--- config.mk ---
export PLATFORM = sky130hd
export DESIGN_NAME = slpc_top
export DESIGN_NICKNAME = d
export VERILOG_FILES = /design/src/core/slpc_pkg.sv /design/src/core/slpc_top.sv
export SDC_FILE = /design/constraint.sdc
export NUM_CORES = 1
export LEC_CHECK = 0
export ABC_CLOCK_PERIOD_IN_PS = 4450
export BUFFER_PORTS_ARGS = -buffer_cell sky130_fd_sc_hd__buf_2
export CORE_AREA = 8 8 168 170
export DETAILED_ROUTE_END_ITERATION = 10
export DIE_AREA = 0 0 176 178
export GPL_ROUTABILITY_DRIVEN = 0
export PLACE_DENSITY = 0.61
export SLEW_MARGIN = 20
export SYNTH_ARGS = -nofsm -noshare
export SYNTH_HDL_FRONTEND = slang
export SYNTH_SLANG_ARGS = --single-unit
--- constraint.sdc ---
create_clock -name clk_i -period 4.45 [get_ports clk_i]
set_clock_uncertainty 0.2 [all_clocks]
set_input_delay 0.2225 -clock clk_i [delete_from_list [all_inputs] [get_ports clk_i]]
set_output_delay 0.2225 -clock clk_i [all_outputs]
set_load 0.005 [all_outputs]
--- src/core/slpc_pkg.sv ---
package slpc_pkg;

  // ***********************************************************
  // Reset values of the register fields
  // ***********************************************************
  localparam logic [5:0] MAIN_DIV_RST = 6'h1b;
  localparam logic [1:0] OUT_DIV_RST = 2'h0;
  localparam logic [5:0] DP_CODE_RST = 6'h3a;
  localparam logic [4:0] CI_RST = 5'h03;
  localparam logic [9:0] CP_RST = 10'h00c;
  localparam logic [10:0] FT_RST = 11'h200;
  localparam logic [1:0] SHIFT_RST = 2'h2;
  localparam logic WINDOW_RST = 1'b1;
  localparam logic FAST_LOCK_RST = 1'b1;
  localparam logic [2:0] SAR_LIMIT_RST = 3'h0;
  localparam logic [3:0] CAL_TIMER_RST = 4'hf;
  localparam logic [4:0] CAL_MIN_RST = 5'h04;
  localparam logic [4:0] CAL_MAX_RST = 5'h12;
  localparam logic [4:0] CAL_START_RST = 5'h0c;

  // ***********************************************************
  // Field positions and codes
  // ***********************************************************
  localparam int N2_LSB = 0;
  localparam int N1_BIT = 2;
  localparam int N3_LSB = 3;
  localparam int CAL_EN_BIT = 0;
  localparam int CAL_SCHEME_LSB = 1;
  localparam logic [1:0] ALT_PATH_DIV1 = 2'h2;
  localparam logic [1:0] ALT_PATH_DIV2 = 2'h3;
  localparam logic [1:0] NORMAL_PATH = 2'h1;
  localparam logic [1:0] SCHEME_MEASURE = 2'h0;
  localparam logic [1:0] SCHEME_SINGLE = 2'h1;
  localparam logic [1:0] SCHEME_INTERNAL = 2'h2;
  localparam logic [1:0] SCHEME_CONT = 2'h3;

  // ***********************************************************
  // Timing counts in clk_i cycles
  // ***********************************************************
  localparam int LOCK_WIN_LONG = 256;
  localparam int LOCK_WIN_SHORT = 32;
  localparam int SETTLE_CYC = 16;
  localparam int RX_DELAY_CYC = 8;
  localparam int CAL_TICK_CYC = 16;

  // Data-path divider ratio in quarter steps, indexed by code
  localparam logic [6:0] M1_QTR [64] = '{
    7'h04, 7'h08, 7'h0c, 7'h0e, 7'h0e, 7'h0f, 7'h10, 7'h10,
    7'h12, 7'h15, 7'h15, 7'h16, 7'h16, 7'h17, 7'h18, 7'h18,
    7'h18, 7'h1c, 7'h18, 7'h1c, 7'h1c, 7'h1e, 7'h20, 7'h20,
    7'h24, 7'h2a, 7'h28, 7'h2c, 7'h2c, 7'h2e, 7'h30, 7'h30,
    7'h24, 7'h2a, 7'h24, 7'h2a, 7'h2a, 7'h2d, 7'h30, 7'h30,
    7'h36, 7'h3f, 7'h3c, 7'h42, 7'h42, 7'h45, 7'h48, 7'h48,
    7'h30, 7'h38, 7'h30, 7'h38, 7'h38, 7'h3f, 7'h42, 7'h42,
    7'h48, 7'h54, 7'h50, 7'h58, 7'h58, 7'h5c, 7'h60, 7'h60
  };

  typedef enum logic [1:0] {
    LK_IDLE = 2'b00,
    LK_SEARCH = 2'b01,
    LK_TRACK = 2'b11,
    LK_LOCKED = 2'b10
  } slpc_lock_t;

endpackage

--- src/core/slpc_top.sv ---
module slpc_top #(
  parameter int LOCK_LONG = slpc_pkg::LOCK_WIN_LONG,
  parameter int LOCK_SHORT = slpc_pkg::LOCK_WIN_SHORT,
  parameter int SETTLE = slpc_pkg::SETTLE_CYC,
  parameter int RX_DELAY = slpc_pkg::RX_DELAY_CYC,
  parameter int CAL_TICK = slpc_pkg::CAL_TICK_CYC
) (
  // Clock and reset
  input wire logic clk_i,
  input wire logic sys_rst_i,
  // Pins and analog feedback, asynchronous
  input wire logic pll_rst_i,
  input wire logic phase_ok_i,
  input wire logic osc_fast_i,
  input wire logic jitter_worse_i,
  // Register file fields
  input wire logic [5:0] main_divider_select_i,
  input wire logic [1:0] output_divider_select_i,
  input wire logic [5:0] datapath_divider_code_i,
  input wire logic [1:0] tx_width_sel_i,
  input wire logic [4:0] loop_integral_gain_i,
  input wire logic [9:0] loop_proportional_gain_i,
  input wire logic open_loop_enable_i,
  input wire logic [10:0] fine_tune_value_i,
  input wire logic [2:0] coarse_cap_switch_i,
  input wire logic coarse_cap_autotune_i,
  input wire logic lock_overwrite_i,
  input wire logic lock_window_length_i,
  input wire logic [1:0] unlocked_gain_shift_i,
  input wire logic binary_search_lock_enable_i,
  input wire logic [2:0] binary_search_limit_i,
  input wire logic open_loop_force_locked_i,
  input wire logic force_unlocked_i,
  input wire logic reference_clock_bypass_i,
  input wire logic reference_input_type_i,
  input wire logic settings_source_select_i,
  input wire logic pll_power_enable_i,
  input wire logic [2:0] self_cal_mode_i,
  input wire logic [3:0] self_cal_timer_limit_i,
  input wire logic [4:0] self_cal_gain_min_i,
  input wire logic [4:0] self_cal_gain_max_i,
  input wire logic [4:0] self_cal_gain_start_i,
  // Clock generation results
  output logic [5:0] bit_rate_mult_o,
  output logic [2:0] bit_rate_div_o,
  output logic [1:0] alternative_path_code_o,
  output logic datapath_clock_o,
  output logic ref_diff_sel_o,
  output logic ref_bypass_o,
  output logic cfg_error_o,
  // Loop state
  output logic [10:0] osc_tune_o,
  output logic [2:0] coarse_cap_o,
  output logic [7:0] eff_integral_gain_o,
  output logic [12:0] eff_proportional_gain_o,
  output logic locked_o,
  output logic [1:0] self_cal_scheme_o,
  output logic self_cal_done_o,
  // Data-path resets
  output logic tx_rst_o,
  output logic rx_rst_o
);

  initial begin
    if (LOCK_SHORT < 1 || LOCK_LONG <= LOCK_SHORT || LOCK_LONG > 65535 ||
        SETTLE < 1 || SETTLE > 255 || RX_DELAY < 1 || RX_DELAY > 255 ||
        CAL_TICK < 1 || CAL_TICK > 255)
      $error("slpc_top: timing parameter out of range");
  end

  // ***********************************************************
  // Input synchronisers
  // ***********************************************************
  logic [3:0] async_in, s1_q, s2_q, s3_q, flt_q;
  assign async_in = {jitter_worse_i, osc_fast_i, phase_ok_i, pll_rst_i};

  // A pin counts only once stages two and three agree
  for (genvar g = 0; g < 4; g++) begin : g_sync
    always_ff @(posedge clk_i or posedge sys_rst_i) begin
      if (sys_rst_i) begin
        s1_q[g] <= 1'b0;
        s2_q[g] <= 1'b0;
        s3_q[g] <= 1'b0;
        flt_q[g] <= 1'b0;
      end else begin
        s1_q[g] <= async_in[g];
        s2_q[g] <= s1_q[g];
        s3_q[g] <= s2_q[g];
        if (s2_q[g] == s3_q[g]) flt_q[g] <= s3_q[g];
      end
    end
  end

  logic pll_rst, phase_ok, osc_fast, jit_worse, run;
  assign pll_rst = flt_q[0];
  assign phase_ok = flt_q[1];
  assign osc_fast = flt_q[2];
  assign jit_worse = flt_q[3];
  assign run = pll_power_enable_i && !pll_rst;

  // ***********************************************************
  // Settings source
  // ***********************************************************
  logic use_reg;
  logic [5:0] main_sel, dp_code;
  logic [1:0] out_sel, shift_sel;
  logic [4:0] ci_sel;
  logic [9:0] cp_sel;
  logic [10:0] ft_sel;
  logic win_sel, fast_sel;
  assign use_reg = settings_source_select_i;
  assign main_sel = use_reg ? main_divider_select_i
                            : slpc_pkg::MAIN_DIV_RST;
  assign out_sel = use_reg ? output_divider_select_i
                           : slpc_pkg::OUT_DIV_RST;
  assign dp_code = use_reg ? datapath_divider_code_i
                           : slpc_pkg::DP_CODE_RST;
  assign ci_sel = use_reg ? loop_integral_gain_i : slpc_pkg::CI_RST;
  assign cp_sel = use_reg ? loop_proportional_gain_i : slpc_pkg::CP_RST;
  assign ft_sel = use_reg ? fine_tune_value_i : slpc_pkg::FT_RST;
  assign shift_sel = use_reg ? unlocked_gain_shift_i
                             : slpc_pkg::SHIFT_RST;
  assign win_sel = use_reg ? lock_window_length_i : slpc_pkg::WINDOW_RST;
  assign fast_sel = use_reg ? binary_search_lock_enable_i
                            : slpc_pkg::FAST_LOCK_RST;

  // ***********************************************************
  // Divider decode, frozen while the PLL runs
  // ***********************************************************
  logic [2:0] n1, n2, n3, m3;
  logic bad_cfg;
  always_comb begin
    n1 = main_sel[slpc_pkg::N1_BIT] ? 3'h2 : 3'h1;
    unique case (main_sel[slpc_pkg::N2_LSB +: 2])
      2'b00: n2 = 3'h3;
      2'b01: n2 = 3'h2;
      2'b10: n2 = 3'h4;
      2'b11: n2 = 3'h5;
    endcase
    // Forbidden codes fall back to the reset decode and flag it
    unique case (main_sel[slpc_pkg::N3_LSB +: 2])
      2'b00: n3 = 3'h3;
      2'b10: n3 = 3'h4;
      default: n3 = 3'h5;
    endcase
    unique case (out_sel)
      2'b01: m3 = 3'h2;
      2'b11: m3 = 3'h4;
      default: m3 = 3'h1;
    endcase
    bad_cfg = (main_sel[slpc_pkg::N3_LSB +: 2] == 2'b01) ||
              (out_sel == 2'b10);
  end

  logic [6:0] m1q_q;
  logic m4_q;
  always_ff @(posedge clk_i or posedge sys_rst_i) begin
    if (sys_rst_i) begin
      bit_rate_mult_o <= 6'h19;
      bit_rate_div_o <= 3'h1;
      alternative_path_code_o <= slpc_pkg::NORMAL_PATH;
      m1q_q <= 7'h50;
      m4_q <= 1'b0;
      cfg_error_o <= 1'b0;
    end else if (!run) begin
      bit_rate_mult_o <= 6'(n1) * 6'(n2) * 6'(n3);
      bit_rate_div_o <= m3;
      m1q_q <= slpc_pkg::M1_QTR[dp_code];
      m4_q <= tx_width_sel_i[1];
      cfg_error_o <= bad_cfg;
      if (dp_code == 6'h00)
        alternative_path_code_o <= slpc_pkg::ALT_PATH_DIV1;
      else if (dp_code == 6'h01)
        alternative_path_code_o <= slpc_pkg::ALT_PATH_DIV2;
      else
        alternative_path_code_o <= slpc_pkg::NORMAL_PATH;
    end
  end

  // Fractional divider: steps of four against M1 (quarters) times M4
  logic [7:0] den, acc_q;
  logic [8:0] acc_nx;
  assign den = m4_q ? {m1q_q, 1'b0} : {1'b0, m1q_q};
  assign acc_nx = {1'b0, acc_q} + 9'h004;
  always_ff @(posedge clk_i or posedge sys_rst_i) begin
    if (sys_rst_i) begin
      acc_q <= 8'h00;
      datapath_clock_o <= 1'b0;
    end else if (!run || tx_rst_o) begin
      acc_q <= 8'h00;
      datapath_clock_o <= 1'b0;
    end else if (acc_nx >= {1'b0, den}) begin
      acc_q <= 8'(acc_nx - {1'b0, den});
      datapath_clock_o <= 1'b1;
    end else begin
      acc_q <= acc_nx[7:0];
      datapath_clock_o <= 1'b0;
    end
  end

  // ***********************************************************
  // Reference selection
  // ***********************************************************
  always_ff @(posedge clk_i or posedge sys_rst_i) begin
    if (sys_rst_i) begin
      ref_diff_sel_o <= 1'b0;
      ref_bypass_o <= 1'b0;
    end else begin
      ref_diff_sel_o <= reference_input_type_i;
      ref_bypass_o <= reference_clock_bypass_i;
    end
  end

  // ***********************************************************
  // Lock acquisition
  // ***********************************************************
  slpc_pkg::slpc_lock_t st_q;
  logic [3:0] bit_q;
  logic [7:0] settle_q;
  logic [15:0] win_q;
  logic [10:0] ft_q;
  logic settled, step_bit;
  assign settled = (settle_q == 8'(SETTLE - 1));
  // Full index compare: bit 8 must not look like limit 0
  assign step_bit = (bit_q == {1'b0, binary_search_limit_i}) ||
                    (bit_q == 4'h0);

  always_ff @(posedge clk_i or posedge sys_rst_i) begin
    if (sys_rst_i) begin
      st_q <= slpc_pkg::LK_IDLE;
      bit_q <= 4'ha;
      settle_q <= 8'h00;
      win_q <= 16'h0000;
      ft_q <= slpc_pkg::FT_RST;
      coarse_cap_o <= 3'h0;
    end else if (!run) begin
      st_q <= slpc_pkg::LK_IDLE;
      settle_q <= 8'h00;
      win_q <= 16'h0000;
    end else begin
      settle_q <= settled ? 8'h00 : settle_q + 8'h01;
      unique case (st_q)
        slpc_pkg::LK_IDLE: begin
          bit_q <= 4'ha;
          settle_q <= 8'h00;
          if (!coarse_cap_autotune_i)
            coarse_cap_o <= coarse_cap_switch_i;
          if (fast_sel && !open_loop_enable_i) begin
            ft_q <= 11'h400;
            st_q <= slpc_pkg::LK_SEARCH;
          end else begin
            ft_q <= ft_sel;
            st_q <= slpc_pkg::LK_TRACK;
          end
        end
        slpc_pkg::LK_SEARCH: if (settled) begin
          // Try each bit from bit 10 down to the limit bit; keep it unless too fast
          logic [10:0] nx;
          nx = ft_q;
          if (osc_fast) nx[bit_q] = 1'b0;
          if (!step_bit) begin
            nx[bit_q - 4'h1] = 1'b1;
            bit_q <= bit_q - 4'h1;
            ft_q <= nx;
          end else if (coarse_cap_autotune_i && &nx &&
                       coarse_cap_o != 3'h7) begin
            coarse_cap_o <= coarse_cap_o + 3'h1;
            st_q <= slpc_pkg::LK_IDLE;
          end else if (coarse_cap_autotune_i && nx == 11'h000 &&
                       coarse_cap_o != 3'h0) begin
            coarse_cap_o <= coarse_cap_o - 3'h1;
            st_q <= slpc_pkg::LK_IDLE;
          end else begin
            ft_q <= nx;
            st_q <= slpc_pkg::LK_TRACK;
          end
        end
        slpc_pkg::LK_TRACK: begin
          if (!phase_ok) win_q <= 16'h0000;
          else if (win_q == (win_sel ? 16'(LOCK_SHORT - 1)
                                     : 16'(LOCK_LONG - 1))) begin
            win_q <= 16'h0000;
            st_q <= slpc_pkg::LK_LOCKED;
          end else win_q <= win_q + 16'h0001;
          if (settled && !phase_ok && !open_loop_enable_i)
            ft_q <= osc_fast ? ft_q - 11'h001 : ft_q + 11'h001;
        end
        slpc_pkg::LK_LOCKED: if (!phase_ok) st_q <= slpc_pkg::LK_TRACK;
      endcase
    end
  end

  logic raw_lock, lock_nx;
  assign raw_lock = (st_q == slpc_pkg::LK_LOCKED) && run;
  always_comb begin
    if (force_unlocked_i) lock_nx = 1'b0;
    else if (lock_overwrite_i) lock_nx = 1'b1;
    else if (open_loop_enable_i && open_loop_force_locked_i)
      lock_nx = 1'b1;
    else lock_nx = raw_lock;
  end

  // ***********************************************************
  // Self-calibration of the proportional gain
  // ***********************************************************
  logic cal_on, cal_tick;
  logic [11:0] cal_tmr_q;
  logic [4:0] cal_cp_q;
  logic cal_up_q;
  logic [1:0] flips_q;
  assign cal_on = self_cal_mode_i[slpc_pkg::CAL_EN_BIT] && raw_lock;
  assign cal_tick = (cal_tmr_q ==
      12'(({8'h00, self_cal_timer_limit_i} + 12'h001) * 12'(CAL_TICK) - 1));

  always_ff @(posedge clk_i or posedge sys_rst_i) begin
    if (sys_rst_i) begin
      cal_tmr_q <= 12'h000;
      cal_cp_q <= slpc_pkg::CAL_START_RST;
      cal_up_q <= 1'b1;
      flips_q <= 2'h0;
      self_cal_done_o <= 1'b0;
    end else if (!cal_on) begin
      cal_tmr_q <= 12'h000;
      cal_cp_q <= self_cal_gain_start_i;
      cal_up_q <= 1'b1;
      flips_q <= 2'h0;
      self_cal_done_o <= 1'b0;
    end else if (!self_cal_done_o) begin
      cal_tmr_q <= cal_tick ? 12'h000 : cal_tmr_q + 12'h001;
      if (cal_tick) begin
        // Reverse on worse jitter; two reversals bracket the optimum
        logic up;
        up = jit_worse ? !cal_up_q : cal_up_q;
        cal_up_q <= up;
        if (jit_worse && flips_q != 2'h3) flips_q <= flips_q + 2'h1;
        if (up && cal_cp_q < self_cal_gain_max_i)
          cal_cp_q <= cal_cp_q + 5'h01;
        else if (!up && cal_cp_q > self_cal_gain_min_i)
          cal_cp_q <= cal_cp_q - 5'h01;
        if (jit_worse && flips_q != 2'h0 &&
            self_cal_mode_i[2:1] != slpc_pkg::SCHEME_CONT &&
            self_cal_mode_i[2:1] != slpc_pkg::SCHEME_INTERNAL)
          self_cal_done_o <= 1'b1;
      end
    end
  end

  // ***********************************************************
  // Loop outputs
  // ***********************************************************
  logic cal_apply;
  logic [9:0] cp_use;
  assign cal_apply = cal_on &&
                     self_cal_mode_i[2:1] != slpc_pkg::SCHEME_MEASURE;
  assign cp_use = cal_apply ? {5'h00, cal_cp_q} : cp_sel;

  always_ff @(posedge clk_i or posedge sys_rst_i) begin
    if (sys_rst_i) begin
      osc_tune_o <= slpc_pkg::FT_RST;
      eff_integral_gain_o <= 8'h00;
      eff_proportional_gain_o <= 13'h0000;
      locked_o <= 1'b0;
      self_cal_scheme_o <= 2'h0;
    end else begin
      osc_tune_o <= open_loop_enable_i ? ft_sel : ft_q;
      if (raw_lock) begin
        eff_integral_gain_o <= {3'h0, ci_sel};
        eff_proportional_gain_o <= {3'h0, cp_use};
      end else begin
        eff_integral_gain_o <= 8'({3'h0, ci_sel} << shift_sel);
        eff_proportional_gain_o <= 13'({3'h0, cp_use} << shift_sel);
      end
      locked_o <= lock_nx;
      self_cal_scheme_o <= self_cal_mode_i[2:1];
    end
  end

  // ***********************************************************
  // Chained data-path reset release
  // ***********************************************************
  // Cycles since tx release, only watched by the delay check
  logic [7:0] tx_low_q;
  always_ff @(posedge clk_i or posedge sys_rst_i) begin
    if (sys_rst_i) begin
      tx_low_q <= 8'h00;
    end else if (tx_rst_o) begin
      tx_low_q <= 8'h00;
    end else if (tx_low_q != 8'hff) begin
      tx_low_q <= tx_low_q + 8'h01;
    end
  end

  logic [7:0] rx_cnt_q;
  always_ff @(posedge clk_i or posedge sys_rst_i) begin
    if (sys_rst_i) begin
      tx_rst_o <= 1'b1;
      rx_rst_o <= 1'b1;
      rx_cnt_q <= 8'h00;
    end else if (!run || !lock_nx) begin
      tx_rst_o <= 1'b1;
      rx_rst_o <= 1'b1;
      rx_cnt_q <= 8'h00;
    end else begin
      tx_rst_o <= 1'b0;
      if (!tx_rst_o && rx_cnt_q != 8'(RX_DELAY - 1))
        rx_cnt_q <= rx_cnt_q + 8'h01;
      if (!tx_rst_o && rx_cnt_q == 8'(RX_DELAY - 1)) rx_rst_o <= 1'b0;
    end
  end
endmodule

# Word level (Yosys, flattened, before mapping)

Memories as Yosys holds them, arrays and structs flattened. A register that Yosys moved wholly into a read port is not among the register bits.
Cells that the tools add are included.

Register bits: 150
ROM bits: 448
Bits of input ports: 89
Output and inout port bits: 56
Logic and storage cells: 271
Memories: 1

$add $sub $neg: 16
$mul: 2
$lt $le $gt $ge: 7
Equality and inequality tests: 44
Shifts and indexed selects: 2
Mux-type cells: 95
Bitwise gates (word level): 4
Reductions and logical operators: 56

Memories:

| name             | words | width | read ports | clocked after Yosys merged registers in | write ports | RTL line        | source |
|---|---|---|---|---|---|---|---|
| (name not given) | 64    | 7     | 1          | 1                                       | 0           | slpc_top.sv:168 | `m1q_q <= slpc_pkg::M1_QTR[dp_code];` |

Operators by type and width:

| operator                                                        | number |
|---|---|
| 11-bit two-way mux                                              | 13 |
| 8-bit two-way mux                                               | 10 |
| 16-bit two-way mux                                              | 4 |
| 12-bit two-way mux                                              | 3 |
| 2-bit two-way mux                                               | 18 |
| 5-bit two-way mux                                               | 7 |
| 11-bit one-hot mux with 3 select lines                          | 1 |
| 3-bit != test, second input constant                            | 9 |
| 1-bit logical AND                                               | 22 |
| 1-bit two-way mux                                               | 20 |
| 10-bit two-way mux                                              | 2 |
| 2-bit != test, second input constant                            | 9 |
| 3-bit one-hot mux with 2 select lines                           | 3 |
| 16-bit by 1-bit adder with 16-bit output, second input constant | 1 |
| 8-bit by 1-bit adder with 8-bit output, second input constant   | 2 |
| 16-bit by 8-bit == test with 1-bit output                       | 1 |
| 3-bit two-way mux                                               | 5 |
| 2-bit == test, second input constant                            | 7 |
| 13-bit two-way mux                                              | 1 |
| 10-bit by 2-bit << shifter with 13-bit output                   | 1 |
| 12-bit by 1-bit adder with 12-bit output, second input constant | 1 |
| 12-bit == test                                                  | 1 |
| 3-bit one-hot mux with 4 select lines                           | 1 |
| 6-bit AND reduction                                             | 2 |
| other kinds (51)                                                | 82 |

# Logic depth before layout (Yosys ltp)

Gate-level depths: netlist of the first run.

Depth in word-level cells: 19
Depth in mapped cells: 13
Gate-level depth less buffers: 13

# Least setup slack after synthesis of the first run

OpenSTA, ideal clock, no wires.

Kind: register to register
From: register bit_q[1]
To: register coarse_cap_o[2]
Library setup time: 125 ps
Data arrival time: 2938 ps
Required time: 4125 ps
Path slack: 1188 ps
Cell stages (with the launch flop): 11
Path buffers: 0
Period minus slack after synthesis: 3262 ps
Cells stage by stage: dfstp_2 inv_1 ha_1 or2_1 a211o_2 or4_4 fa_1 xor2_1 xnor2_1 o21ai_0 mux2_2

Word-level cells in the longest chain between the ends: 17
Elaborated cells on any way between the ends: 27
Classes of those cells: 2 x order compare; 3 x eq/ne; 10 x mux; 2 x bitwise; 10 x reduce/logical

RTL lines:

| item                                                                                                                                                 | RTL line        | source |
|---|---|---|
| from (decl)                                                                                                                                          | slpc_top.sv:218 | `logic [3:0] bit_q;` |
| from (signal assigned)                                                                                                                               | slpc_top.sv:263 | `bit_q <= bit_q - 4'h1;` |
| 4-bit by 5-bit less-than comparator with 1-bit output (not written as such) / 4-bit by 1-bit >= comparator with 1-bit output (equally long branches) | slpc_top.sv:260 | `if (osc_fast) nx[bit_q] = 1'b0;` |
| 1-bit logical AND (not written as such)                                                                                                              | slpc_top.sv:260 |  |
| 1-bit two-way mux (not written as such)                                                                                                              | slpc_top.sv:260 |  |
| 1-bit demux with 4-bit select                                                                                                                        | slpc_top.sv:260 |  |
| 11-bit inverter (no source line)                                                                                                                     | -               |  |
| 11-bit bitwise AND (no source line)                                                                                                                  | -               |  |
| 11-bit two-way mux                                                                                                                                   | slpc_top.sv:260 |  |
| 11-bit two-way mux                                                                                                                                   | slpc_top.sv:256 | `slpc_pkg::LK_SEARCH: if (settled) begin` |
| 11-bit two-way mux                                                                                                                                   | slpc_top.sv:242 | `unique case (st_q)` |
| 11-bit two-way mux                                                                                                                                   | slpc_top.sv:236 | `end else if (!run) begin` |
| 11-bit AND reduction                                                                                                                                 | slpc_top.sv:265 | `end else if (coarse_cap_autotune_i && &nx &&` |
| 1-bit logical AND (2 in series)                                                                                                                      | slpc_top.sv:265 |  |
| 3-bit two-way mux                                                                                                                                    | slpc_top.sv:265 |  |
| 3-bit two-way mux                                                                                                                                    | slpc_top.sv:261 | `if (!step_bit) begin` |
| 3-bit two-way mux                                                                                                                                    | slpc_top.sv:256 |  |
| 3-bit one-hot mux with 2 select lines                                                                                                                | slpc_top.sv:242 |  |
| to (signal assigned)                                                                                                                                 | slpc_top.sv:247 | `coarse_cap_o <= coarse_cap_switch_i;` |
| to (signal assigned)                                                                                                                                 | slpc_top.sv:267 | `coarse_cap_o <= coarse_cap_o + 3'h1;` |
| to (signal assigned)                                                                                                                                 | slpc_top.sv:271 | `coarse_cap_o <= coarse_cap_o - 3'h1;` |
| to (decl)                                                                                                                                            | slpc_top.sv:53  | `output logic [2:0] coarse_cap_o,` |

Parallel ways exist; a longest one is shown, timed or not. The select of a mux whose other input is x is not followed.
A chain may end at the register's enable or synchronous reset.

# Final worst setup path of the first run

From: register bit_q[0]
To: register coarse_cap_o[2]

Same word-level chain as after synthesis.

==> results by group, run 1 <==
Finish
  – Final standard cell utilization of the core: 0.475
  – Cell Count, Final, Fillers Out: 1655
  – Nets: 1456
  – Combined area of the multi-input logic cells: 5640 µm²
  – Signed area change from the synthesized netlist to the final layout: 21.3%
  – Inserted Diodes: 0
  – Share of final-layout standard cells stronger than drive strength 1: 0.173
  – Filler cell count in the final layout: 2425
  – Area of all sequential standard cells: 3950 µm²

Clock network
  – Clock Sinks: 157
  – Cell chosen for the clock root: sky130_fd_sc_hd__clkbuf_16
  – Quantity of gates resized following cts: 0
  – Number of buffers inserted during clock tree synthesis: 17
  – TritonCTS clock tree: done
  – Hold Buf Count CTS: 55
  – Source-to-sink clock delay at the later pin of the worst-skew pair: 0.42 ns
  – Setup bufs post-CTS: 0
  – Worst-path clk slew: 0.07 ns
  – Maximum clock insertion buffer count: 2
  – Total number of H-tree levels: 4

Worst setup path
  – Worst setup path endpoint: coarse_cap_o[2]
  – Largest stage delay on the critical path: 0.49 ns
  – Critical R2R Launch: bit_q[0]
  – Nature of the critical path endpoint: flip-flop
  – Critical path arrival: 3.57 ns
  – Category of the worst setup path launch point: flip-flop
  – Required time of the critical path: 4.56 ns
  – Endpoint of the worst register-to-register path: coarse_cap_o[2]
  – Reg-to-reg setup timing slack: 0.98 ns
  – Depth of the worst register-to-register path: 10
  – Setup crit start: bit_q[0]
  – Crit-path max FO: 8
  – Worst-path cell with the longest stage delay: sky130_fd_sc_hd__dfrtp_1
  – Cells along the critical path: inv_1 -> ha_1 -> nand4b_1 -> or4b_1 -> or4_4 -> fa_1 -> xor2_1 -> xnor2_1 -> o21ai_0 -> mux2_2
  – Category of the most critical setup path: reg -> reg

Synthesis
  – Most instantiated library cell after synthesis: sky130_fd_sc_hd__dfrtp_1
  – Post-Syn Instances: 1129
  – Syn_nets: 1278
  – Number of distinct library cells after synthesis: 86
  – Area fraction of the dominant cell type after synthesis: 0.352
  – Leading cell types by count after synthesis: sky130_fd_sc_hd__dfrtp_1, sky130_fd_sc_hd__nand2_1, sky130_fd_sc_hd__nor2_1, sky130_fd_sc_hd__o21ai_0, sky130_fd_sc_hd__nand3_1
  – Cell accounting for the most synthesized area: sky130_fd_sc_hd__dfrtp_1
  – Seq/Total Area, Yosys: 0.394
  – Summed instance area of the synthesized netlist: 10000 µm²
  – Yosys warning count: 0
  – Area contributors post-synth: sky130_fd_sc_hd__dfrtp_1, sky130_fd_sc_hd__ha_1, sky130_fd_sc_hd__nand2_1
  – Post-Synthesis Mean Instance Area: 8.88 µm²
  – Number of flops mapped to enable cells by yosys: 0
  – Async SR Flop Fraction: 1.00
  – Number of flip-flops and latches in the synthesized netlist: 157
  – Flip-flop cell with the highest count after synthesis: sky130_fd_sc_hd__dfrtp_1

Timing
  – Period utilization: 0.779
  – Total count of max-transition violations in the final report: 0
  – Final count of hold timing violations: 0
  – RSZ-0062 raised after global routing: false
  – Final worst path period need: 3.47 ns
  – Worst Max-Slew Pin Slew: 1.04 ns
  – Worst-case setup margin in the final layout: 0.983 ns
  – Headroom to the max-slew limit: 0.298
  – Final setup violation count: 0
  – Highest achievable clock rate: 288 MHz
  – Total negative slack: 0 ns

Routing
  – Total number of vias: 8816
  – Detailed-route wire length: 26.6 mm
  – DRC violation count after routing: 0
  – Starting DRC count in detailed routing: 839
  – Antenna-violating nets left: 0
  – Drt pass-1 iters: 5
  – Routed length per placed instance: 16.0 µm
  – Mean number of vias per cell: 5.33

Power
  – Net Sw Power: 0.00145 W
  – Leakage component of the power: 5.49 nW
  – Relative contribution of combinational cells to total power: 0.267
  – Sw frac: 0.335
  – Power Dens Cells: 355 nW/µm²
  – Max rail drop VDD: 0.000194 V
  – Internal power: 0.00287 W
  – Sequential cell fraction of total power: 0.400
  – Fraction of power consumed by the clock network: 0.332

Floorplanning
  – Initial core utilization: 0.391
  – Vertical die dimension: 178 µm
  – Core region area: 25600 µm²
  – Width of the die: 176 µm
  – Row cnt: 59
  – Total die area: 31300 µm²
  – Number of ports placed on the die boundary: 145

Global route
  – Vias in the first global route: 8793
  – Global-route wire length before repair: 44.4 mm
  – Overall global routing resource usage: 0.171
  – Pin count of the biggest net entering global routing: 83
  – Initial antenna violation count: 0
  – Remaining global-route overflow: 0

Flow run
  – Max-Cap Viols: 0

Place
  – Sum of net half-perimeters after detailed placement: 19.4 mm
  – Placed insts: 1568
  – Post-Place Setup Slack: 1.01 ns
  – Count of input and output buffers: 142

Outcome
  – Outcome: finished, final reports clean

Worst hold path
  – Class of the most critical hold timing path: in -> reg
  – Hold path start: lock_overwrite_i
-- cell type report --
type / count / share of cell area
multi-input cells: 866 / 0.464
flip-flops and latches: 157 / 0.325
repair buffers: 208 / 0.112
clock buffers: 17 / 0.0350
well taps: 335 / 0.0345
inverters: 57 / 0.0179
clock inverters: 15 / 0.0124
-- cell usage in the layout, fill, tap and decap left out, drive strengths merged, types with 11 or more instances in the layout --
cell type / n
buf: 153
dfrtp: 141
nand2: 124
nor2: 113
o21ai: 83
inv: 63
nand3: 58
a21oi: 55
dlygate4sd3: 55
ha: 52
xor2: 38
xnor2: 36
nor3: 26
mux2i: 23
a31oi: 22
clkbuf: 17
dfstp: 16
nand2b: 15
and3: 15
nand4: 14
nor2b: 14
a21o: 11
-- sequential cells by signal (all words and copies together) (netlist names), 7 cells and up --
name                     cells
win_q                       16
osc_tune_o                  11
ft_q                        11
settle_q                     8
cal_tmr_q                   12
rx_cnt_q                     8
acc_q                        8
m1q_q                        7
eff_integral_gain_o          8
eff_proportional_gain_o     13
-- kinds of logic after synthesis --
| kind of cell | after synthesis | synth area share |
|---|---|---|
| AND/OR/NAND/NOR | 426 | 0.203 |
| AO/OA/AOI/OAI | 266 | 0.171 |
| flip-flops | 157 | 0.394 |
| buffers and inverters | 106 | 0.0434 |
| XOR/XNOR | 74 | 0.0647 |
| adder cells (fa/ha/maj) | 64 | 0.0849 |
| multiplexers | 35 | 0.0387 |
| other | 1 | 0.000374 |
-- power by group through the flow --
stage / clock [W] / combinational [W] / sequential (W)
floorplan: 0 / 0.000826 / 0.00169
global placement: 0 / 0.00110 / 0.00175
detailed placement: 0 / 0.00112 / 0.00176
CTS: 0.00150 / 0.00116 / 0.00173
global route: 0.00155 / 0.00130 / 0.00175
finish: 0.00144 / 0.00116 / 0.00173
-- layer usage --
metal | up-vias | global-route usage | share of wire
met5 | - | 0 | 0
met2 | 213 | 0.279 | 0.47
li1 | 4378 | - | -
met3 | 24 | 0.0349 | 0.050
met1 | 4201 | 0.228 | 0.46
met4 | 0 | 0.0480 | 0.014
-- critical path: cells and delay by family (launching register included) --
family                     cells  cell delay [ns]
AOI/OAI and AO/OA              1             0.08
and+or+nand+nor                3             1.12
adders and majority gates      2             0.75
DFF                            1             0.49
xor gates and xnor gates       2             0.30
muxes                          1             0.28
buffers and inverters          1             0.14
-- metrics by stage --
stage | hold WS, ns | power, W | instance area, µm²
2_1_floorplan | 0.0539 | 0.00252 | 10000
3_3_place_gp | 0.132 | 0.00285 | 11000
3_5_place_dp | 0.132 | 0.00287 | 11000
4_1_cts | 0.00334 | 0.00439 | 12200
5_1_grt | 0.0285 | 0.00460 | 12200
6_report | 0.0295 | 0.00432 | 12200
-- how the worst min path moves through the flow --
stage                     endpoint  cells past startpoint
global placement    ref_diff_sel_o                      1
finish                    rx_rst_o                      4
CTS                       rx_rst_o                      4
detailed placement    ref_bypass_o                      1
floorplan             ref_bypass_o                      0
global route              rx_rst_o                      4
Power figures use the tool's default switching activity.
==> run 2: changes to the inputs <==
--- a/config.mk
+++ b/config.mk
@@ -5,13 +5,13 @@
 export SDC_FILE = /design/constraint.sdc
 export NUM_CORES = 1
 export LEC_CHECK = 0
-export ABC_CLOCK_PERIOD_IN_PS = 4450
+export ABC_CLOCK_PERIOD_IN_PS = 3400
 export BUFFER_PORTS_ARGS = -buffer_cell sky130_fd_sc_hd__buf_2
 export CORE_AREA = 8 8 168 170
 export DETAILED_ROUTE_END_ITERATION = 10
 export DIE_AREA = 0 0 176 178
 export GPL_ROUTABILITY_DRIVEN = 0
-export PLACE_DENSITY = 0.61
+export PLACE_DENSITY = 0.59
 export SLEW_MARGIN = 20
 export SYNTH_ARGS = -nofsm -noshare
 export SYNTH_HDL_FRONTEND = slang
==> constraint.sdc (replaced) <==
create_clock -name clk_i -period 3.4 [get_ports clk_i]
set_clock_uncertainty 0.2 [all_clocks]
set_input_delay 0.17 -clock clk_i [delete_from_list [all_inputs] [get_ports clk_i]]
set_output_delay 0.17 -clock clk_i [all_outputs]
set_load 0.005 [all_outputs]
==> results by group, run 2 (synthesis results as in run 1) <==
Outcome
  – Outcome: finished, final reports clean

Worst setup path
  – Critical R2R Launch: bit_q[1]
  – Category of the worst setup path launch point: flip-flop
  – Nature of the critical path endpoint: flip-flop
  – Setup crit start: bit_q[1]
  – Required time of the critical path: 3.50 ns (-1.06 ns)
  – Crit-path max FO: 5 (-3)
  – Reg-to-reg setup timing slack: 0.18 ns (-0.81 ns)
  – Category of the most critical setup path: reg -> reg
  – Critical path arrival: 3.32 ns (-0.25 ns)
  – Depth of the worst register-to-register path: 10 (unchanged)

Finish
  – Share of final-layout standard cells stronger than drive strength 1: 0.190 (+0.0172)
  – Filler cell count in the final layout: 2456 (+1.3%)
  – Final standard cell utilization of the core: 0.484 (+0.00953)
  – Commonest non-fill, non-tap cell in the layout: sky130_fd_sc_hd__buf_2
  – Final std cell area, no fill: 12400 µm² (+2.0%)
  – Signed area change from the synthesized netlist to the final layout: 23.8%
  – Nets: 1484 (+1.9%)
  – Register bank with the most flops: win_q
  – Registers with the most flip-flops: win_q (16), eff_proportional_gain_o (13), cal_tmr_q (12)
  – Inserted Diodes: 0 (unchanged)
  – Commonest cells after routing, fill and taps aside: sky130_fd_sc_hd__buf_2, sky130_fd_sc_hd__dfrtp_1, sky130_fd_sc_hd__nand2_1, sky130_fd_sc_hd__nor2_1, sky130_fd_sc_hd__o21ai_0
  – Largest register FFs: 16 (unchanged)

Place
  – Instance area at placement: 11200 µm² (+1.8%)
  – Sum of net half-perimeters after detailed placement: 20.3 mm (+4.9%)
  – Count of input and output buffers: 142 (unchanged)

Clock network
  – Maximum clock insertion buffer count: 2 (unchanged)
  – TritonCTS clock tree: done
  – Clock Sinks: 157 (unchanged)
  – Cell chosen for the clock root: sky130_fd_sc_hd__clkbuf_16
  – Source-to-sink clock delay at the later pin of the worst-skew pair: 0.42 ns (about the same)
  – Worst-path clk slew: 0.07 ns (about the same)
  – Number of buffers inserted during clock tree synthesis: 17 (unchanged)
  – Total number of H-tree levels: 4 (unchanged)

Routing
  – Detailed-route wire length: 27.4 mm (+3.4%)
  – Routed length per placed instance: 16.3 µm (+1.7%)
  – Antenna-violating nets left: 0 (unchanged)
  – Mean number of vias per cell: 5.31 (-0.33%)
  – Total number of vias: 8936 (+1.4%)
  – Starting DRC count in detailed routing: 678 (-19%)
  – Drt pass-1 iters: 5 (unchanged)
  – DRC violation count after routing: 0 (unchanged)

Worst hold path
  – Hold path start: unlocked_gain_shift_i[0]
  – Class of the most critical hold timing path: in -> reg
  – Number of instances on the worst hold path: 3 (-1)

Power
  – Fraction of power consumed by the clock network: 0.331 (about the same)
  – Relative contribution of combinational cells to total power: 0.286 (+0.019)
  – Sequential cell fraction of total power: 0.383 (-0.017)
  – Power Dens Cells: 468 nW/µm² (+32%)
  – Leakage component of the power: 5.63 nW (+2.5%)
  – Sw frac: 0.324 (-0.0109)
  – Internal power: 0.00392 W (+37%)
  – Net Sw Power: 0.00188 W (+30%)
  – Max rail drop VDD: 0.000256 V (+32%)

Global route
  – Global-route wire length before repair: 45.9 mm (+3.4%)
  – Initial antenna violation count: 1 (+1)
  – Vias in the first global route: 8959 (+1.9%)
  – Overall global routing resource usage: 0.178 (+0.00616)
  – Remaining global-route overflow: 0 (unchanged)
  – Pin count of the biggest net entering global routing: 62 (-25%)

Floorplanning
  – Row cnt: 59 (unchanged)
  – Total die area: 31300 µm² (unchanged)
  – Width of the die: 176 µm (unchanged)
  – Initial core utilization: 0.391 (unchanged)
  – Number of ports placed on the die boundary: 145 (unchanged)
  – Vertical die dimension: 178 µm (unchanged)
  – Core region area: 25600 µm² (unchanged)

Timing
  – RSZ-0062 raised after global routing: false
  – Final setup violation count: 0 (unchanged)
  – Period utilization: 0.948 (+0.169)
  – Hold slack final: 0.0511 ns (+0.0215 ns)
  – Worst Max-Slew Pin Slew: 0.907 ns (-0.132 ns)
  – Headroom to the max-slew limit: 0.395 (+0.0963)
  – Total count of max-transition violations in the final report: 0 (unchanged)
  – Total negative slack: 0 ns (unchanged)
  – Final count of hold timing violations: 0 (unchanged)
  – Highest achievable clock rate: 310 MHz (+7.6%)
  – Final worst path period need: 3.22 ns (-0.244 ns)

Flow run
  – Max-Cap Viols: 0 (unchanged)
==> run 2: changes by cell type in the layout (fill, tap and decap cells not counted), moves of 2 or more <==
cell,change
sky130_fd_sc_hd__inv_6,-4
sky130_fd_sc_hd__clkbuf_8,+2
sky130_fd_sc_hd__buf_4,+26
sky130_fd_sc_hd__inv_8,-2
sky130_fd_sc_hd__clkinvlp_4,+2
==> run 2: critical path, cell delays in order (launching register included) <==
cell and delay (ns):
sky130_fd_sc_hd__dfstp_2 0.57, sky130_fd_sc_hd__inv_1 0.06, sky130_fd_sc_hd__ha_1 0.18, sky130_fd_sc_hd__or2_1 0.23, sky130_fd_sc_hd__a211o_2 0.33, sky130_fd_sc_hd__or4_4 0.52
sky130_fd_sc_hd__fa_2 0.36, sky130_fd_sc_hd__xor2_1 0.17, sky130_fd_sc_hd__xnor2_1 0.13, sky130_fd_sc_hd__o21ai_0 0.08, sky130_fd_sc_hd__mux2_2 0.27
==> run 2: worst paths after layout <==
check | end
setup / recovery | coarse_cap_o[2]
hold / removal | eff_integral_gain_o[7]
setup reg to reg | coarse_cap_o[2]
hold reg to reg | s2_q[2]
max in group asynchronous | ft_q[9]
min in group asynchronous | bit_rate_mult_o[5]
==> run 2: final cells by class <==
type / count / area, µm² / area share
multi-input combinational: 866 / 5640 / 0.455
sequential: 157 / 3950 / 0.318
timing repair buffer: 236 / 1580 / 0.127
clock buffer: 20 / 457 / 0.0368
tap: 335 / 419 / 0.0338
inverter: 57 / 218 / 0.0176
clock inverter: 12 / 135 / 0.0109
==> run 2: repair_timing <==
item                                    4_1_cts  5_1_grt
buffers inserted                              0        2
hold endpoints to repair                     85        0
resized for setup                             0        2
endpoints found under the setup margin        0        1
hold buffers                                 56        0
==> run 2: power groups by stage <==
stage                     logic [W]  clock network, W  registers (W)
after floorplan             0.00108                 0        0.00222
after global placement      0.00158                 0        0.00225
after detailed placement    0.00159                 0        0.00225
after CTS                   0.00165           0.00198        0.00222
after global routing        0.00186           0.00204        0.00224
final                       0.00166           0.00192        0.00222
==> run 2: layer usage <==
metal	vias to the layer above	wire length (µm)	global-route usage
li1	4412	-	-
met1	4253	12700	0.234
met2	235	12900	0.293
met3	34	1510	0.0377
met4	2	416	0.0445
met5	-	10	0
==> run 2: metrics by stage <==
step | instances | total power, W | setup WS [ns]
floorplan | 1129 | 0.00330 | 0.138
global placement | 1593 | 0.00383 | 0.116
detailed placement | 1593 | 0.00384 | 0.119
CTS | 1681 | 0.00585 | 0.105
global route | 1683 | 0.00614 | 0.0386
finish | 1683 | 0.00580 | 0.177
==> run 3: changes to the inputs <==
--- a/config.mk
+++ b/config.mk
@@ -7,9 +7,10 @@
 export LEC_CHECK = 0
 export ABC_CLOCK_PERIOD_IN_PS = 3400
 export BUFFER_PORTS_ARGS = -buffer_cell sky130_fd_sc_hd__buf_2
-export CORE_AREA = 8 8 168 170
+export CORE_AREA = 2 2 162 164
+export CTS_CLUSTER_SIZE = 16
 export DETAILED_ROUTE_END_ITERATION = 10
-export DIE_AREA = 0 0 176 178
+export DIE_AREA = 0 0 164 166
 export GPL_ROUTABILITY_DRIVEN = 0
 export PLACE_DENSITY = 0.59
 export SLEW_MARGIN = 20
==> results by group, run 3 (synthesis results as in run 1) <==
Outcome
  – Outcome: finished, final reports clean

Power
  – Total chip power: 0.00582 W (+0.28%)
  – Fraction of power consumed by the clock network: 0.333 (+0.002)
  – Relative contribution of combinational cells to total power: 0.287 (about the same)
  – Sw frac: 0.332 (+0.00746)
  – Leakage component of the power: 5.64 nW (+0.23%)
  – Internal power: 0.00389 W (-0.83%)
  – Net Sw Power: 0.00193 W (+2.6%)
  – Max rail drop VDD: 0.000346 V (+35%)
  – Sequential cell fraction of total power: 0.381 (-0.002)
  – Power Dens Cells: 468 nW/µm² (+0.11%)

Routing
  – DRC violation count after routing: 0 (unchanged)
  – Routed length per placed instance: 15.6 µm (-4.6%)
  – Detailed-route wire length: 26.3 mm (-4.3%)
  – Total number of vias: 8993 (+0.64%)
  – Drt pass-1 iters: 5 (unchanged)
  – Mean number of vias per cell: 5.33 (+0.34%)
  – Antenna-violating nets left: 0 (unchanged)
  – Starting DRC count in detailed routing: 644 (-5.0%)

Worst setup path
  – Category of the most critical setup path: reg -> reg
  – Nature of the critical path endpoint: flip-flop
  – Critical path arrival: 3.35 ns (+0.03 ns)
  – Required time of the critical path: 3.51 ns (about the same)
  – Category of the worst setup path launch point: flip-flop
  – Crit-path max FO: 5 (unchanged)

Finish
  – Signed area change from the synthesized netlist to the final layout: 24.0%
  – Share of final-layout standard cells stronger than drive strength 1: 0.189 (-0.000562)
  – Filler cell count in the final layout: 2447 (-0.37%)
  – Register bank with the most flops: win_q
  – Largest register FFs: 16 (unchanged)
  – Nets: 1488 (+0.27%)
  – Registers with the most flip-flops: win_q (16), eff_proportional_gain_o (13), cal_tmr_q (12)
  – Commonest non-fill, non-tap cell in the layout: sky130_fd_sc_hd__buf_2
  – Commonest cells after routing, fill and taps aside: sky130_fd_sc_hd__buf_2, sky130_fd_sc_hd__dfrtp_1, sky130_fd_sc_hd__nand2_1, sky130_fd_sc_hd__nor2_1, sky130_fd_sc_hd__o21ai_0

Worst hold path
  – Class of the most critical hold timing path: in -> reg

Clock network
  – Total number of H-tree levels: 4 (unchanged)
  – Worst-path clk slew: 0.07 ns (about the same)
  – Clock Sinks: 157 (unchanged)
  – Source-to-sink clock delay at the later pin of the worst-skew pair: 0.43 ns (about the same)
  – Number of buffers inserted during clock tree synthesis: 17 (unchanged)
  – Maximum clock insertion buffer count: 2 (unchanged)
  – TritonCTS clock tree: done
  – Cell chosen for the clock root: sky130_fd_sc_hd__clkbuf_16

Global route
  – Vias in the first global route: 8745 (-2.4%)
  – Global-route wire length before repair: 43.4 mm (-5.4%)
  – Pin count of the biggest net entering global routing: 113 (+82%)
  – Remaining global-route overflow: 0 (unchanged)
  – Initial antenna violation count: 0 (-1)
  – Overall global routing resource usage: 0.196 (+0.0189)

Floorplanning
  – Width of the die: 164 µm (-6.8%)
  – Core region area: 25600 µm² (unchanged)
  – Row cnt: 59 (unchanged)
  – Vertical die dimension: 166 µm (-6.7%)
  – Number of ports placed on the die boundary: 145 (unchanged)
  – Initial core utilization: 0.391 (unchanged)
  – Total die area: 27200 µm² (-13%)

Timing
  – RSZ-0062 raised after global routing: false
  – Final worst path period need: 3.24 ns (+0.0131 ns)
  – Total negative slack: 0 ns (unchanged)
  – Final setup violation count: 0 (unchanged)
  – Final count of hold timing violations: 0 (unchanged)
  – Period utilization: 0.952 (+0.00384)
  – Headroom to the max-slew limit: 0.553 (+0.159)
  – Highest achievable clock rate: 309 MHz (-0.40%)
  – Worst Max-Slew Pin Slew: 0.670 ns (-0.238 ns)
  – Total count of max-transition violations in the final report: 0 (unchanged)

Place
  – Count of input and output buffers: 142 (unchanged)
  – Sum of net half-perimeters after detailed placement: 19.0 mm (-6.5%)

Flow run
  – Max-Cap Viols: 0 (unchanged)
[run 3: cell count changes in the layout (fill, tap and decap cells not counted)]
cell                            previous run  this run
sky130_fd_sc_hd__diode_2                   0         1
sky130_fd_sc_hd__buf_4                    36        38
sky130_fd_sc_hd__dfrtp_1                 140       141
sky130_fd_sc_hd__inv_6                     2         4
sky130_fd_sc_hd__clkinvlp_4                5         4
sky130_fd_sc_hd__clkinv_2                  2         1
sky130_fd_sc_hd__buf_12                    2         1
sky130_fd_sc_hd__clkbuf_8                  2         0
sky130_fd_sc_hd__clkinv_4                  2         4
sky130_fd_sc_hd__dlygate4sd3_1            56        59
sky130_fd_sc_hd__dfrtp_2                   1         0
[run 3: power by group through the flow]
| stage | combinational (W) | sequential, W | clock (W) |
|---|---|---|---|
| 6_report | 0.00167 | 0.00222 | 0.00194 |
| 2_1_floorplan | 0.00108 | 0.00222 | 0 |
| 5_1_grt | 0.00186 | 0.00224 | 0.00207 |
| 3_3_place_gp | 0.00158 | 0.00225 | 0 |
| 4_1_cts | 0.00165 | 0.00222 | 0.00200 |
| 3_5_place_dp | 0.00159 | 0.00225 | 0 |
[run 3: what timing repair did]
item	in CTS	in global routing
gates resized for setup	0	1
hold buffers	59	0
endpoints found under the hold margin	209	0
buffers inserted	0	2
setup endpoints to repair	0	1
[run 3: worst paths after layout]
| path | slack, ns | cells after the start | to | start |
|---|---|---|---|---|
| min | 0.04 | 3 | m1q_q[5] | datapath_divider_code_i[4] |
| min in group asynchronous | 0.21 | 4 | eff_proportional_gain_o[11] | sys_rst_i |
| max in group asynchronous | 2.24 | 4 | osc_tune_o[10] | sys_rst_i |
| max | 0.16 | 10 | coarse_cap_o[2] | bit_q[1] |
| max reg2reg | 0.16 | 10 | coarse_cap_o[2] | bit_q[1] |
| min reg2reg | 0.15 | 0 | s2_q[3] | s1_q[3] |
[run 3: worst max-delay path: stages, from the launching register on]
cell and delay, ns:
sky130_fd_sc_hd__dfstp_2 0.57, sky130_fd_sc_hd__inv_1 0.07, sky130_fd_sc_hd__ha_1 0.20, sky130_fd_sc_hd__or2_1 0.24
sky130_fd_sc_hd__a211o_2 0.33, sky130_fd_sc_hd__or4_4 0.52, sky130_fd_sc_hd__fa_2 0.35, sky130_fd_sc_hd__xor2_1 0.17
sky130_fd_sc_hd__xnor2_1 0.13, sky130_fd_sc_hd__o21ai_0 0.09, sky130_fd_sc_hd__mux2_2 0.27
[run 3: cell type report]
type	instances	area [µm²]	share of cell area
antenna	1	2.50	0.000201
clock buffer	18	429	0.0345
clock inverter	14	158	0.0127
inverter	57	218	0.0175
multi-input combinational	866	5640	0.454
sequential	157	3950	0.318
tap	335	419	0.0337
timing repair buffer	240	1610	0.129
[run 3: metal layers]
metal | routed length, µm | vias up | GRT usage | share of wire
met5 | 0 | - | 0 | 0
met4 | 253 | 0 | 0.0397 | 0.0096
met3 | 1230 | 23 | 0.0387 | 0.047
met2 | 12500 | 239 | 0.322 | 0.48
met1 | 12300 | 4295 | 0.270 | 0.47
li1 | - | 4436 | - | -
[run 3: stage by stage]
stage | hold WS (ns) | worst slack (ns) | instance area [µm²] | cells | utilization
after floorplan | 0.00143 | 0.138 | 10000 | 1129 | -
after global placement | 0.0789 | 0.128 | 11200 | 1594 | 0.438
after detailed placement | 0.0797 | 0.0794 | 11200 | 1594 | 0.438
after CTS | 0.0257 | 0.0693 | 12400 | 1685 | 0.484
after global routing | 0.0612 | 0.0129 | 12400 | 1687 | 0.485
final | 0.0393 | 0.163 | 12400 | 1688 | 0.485
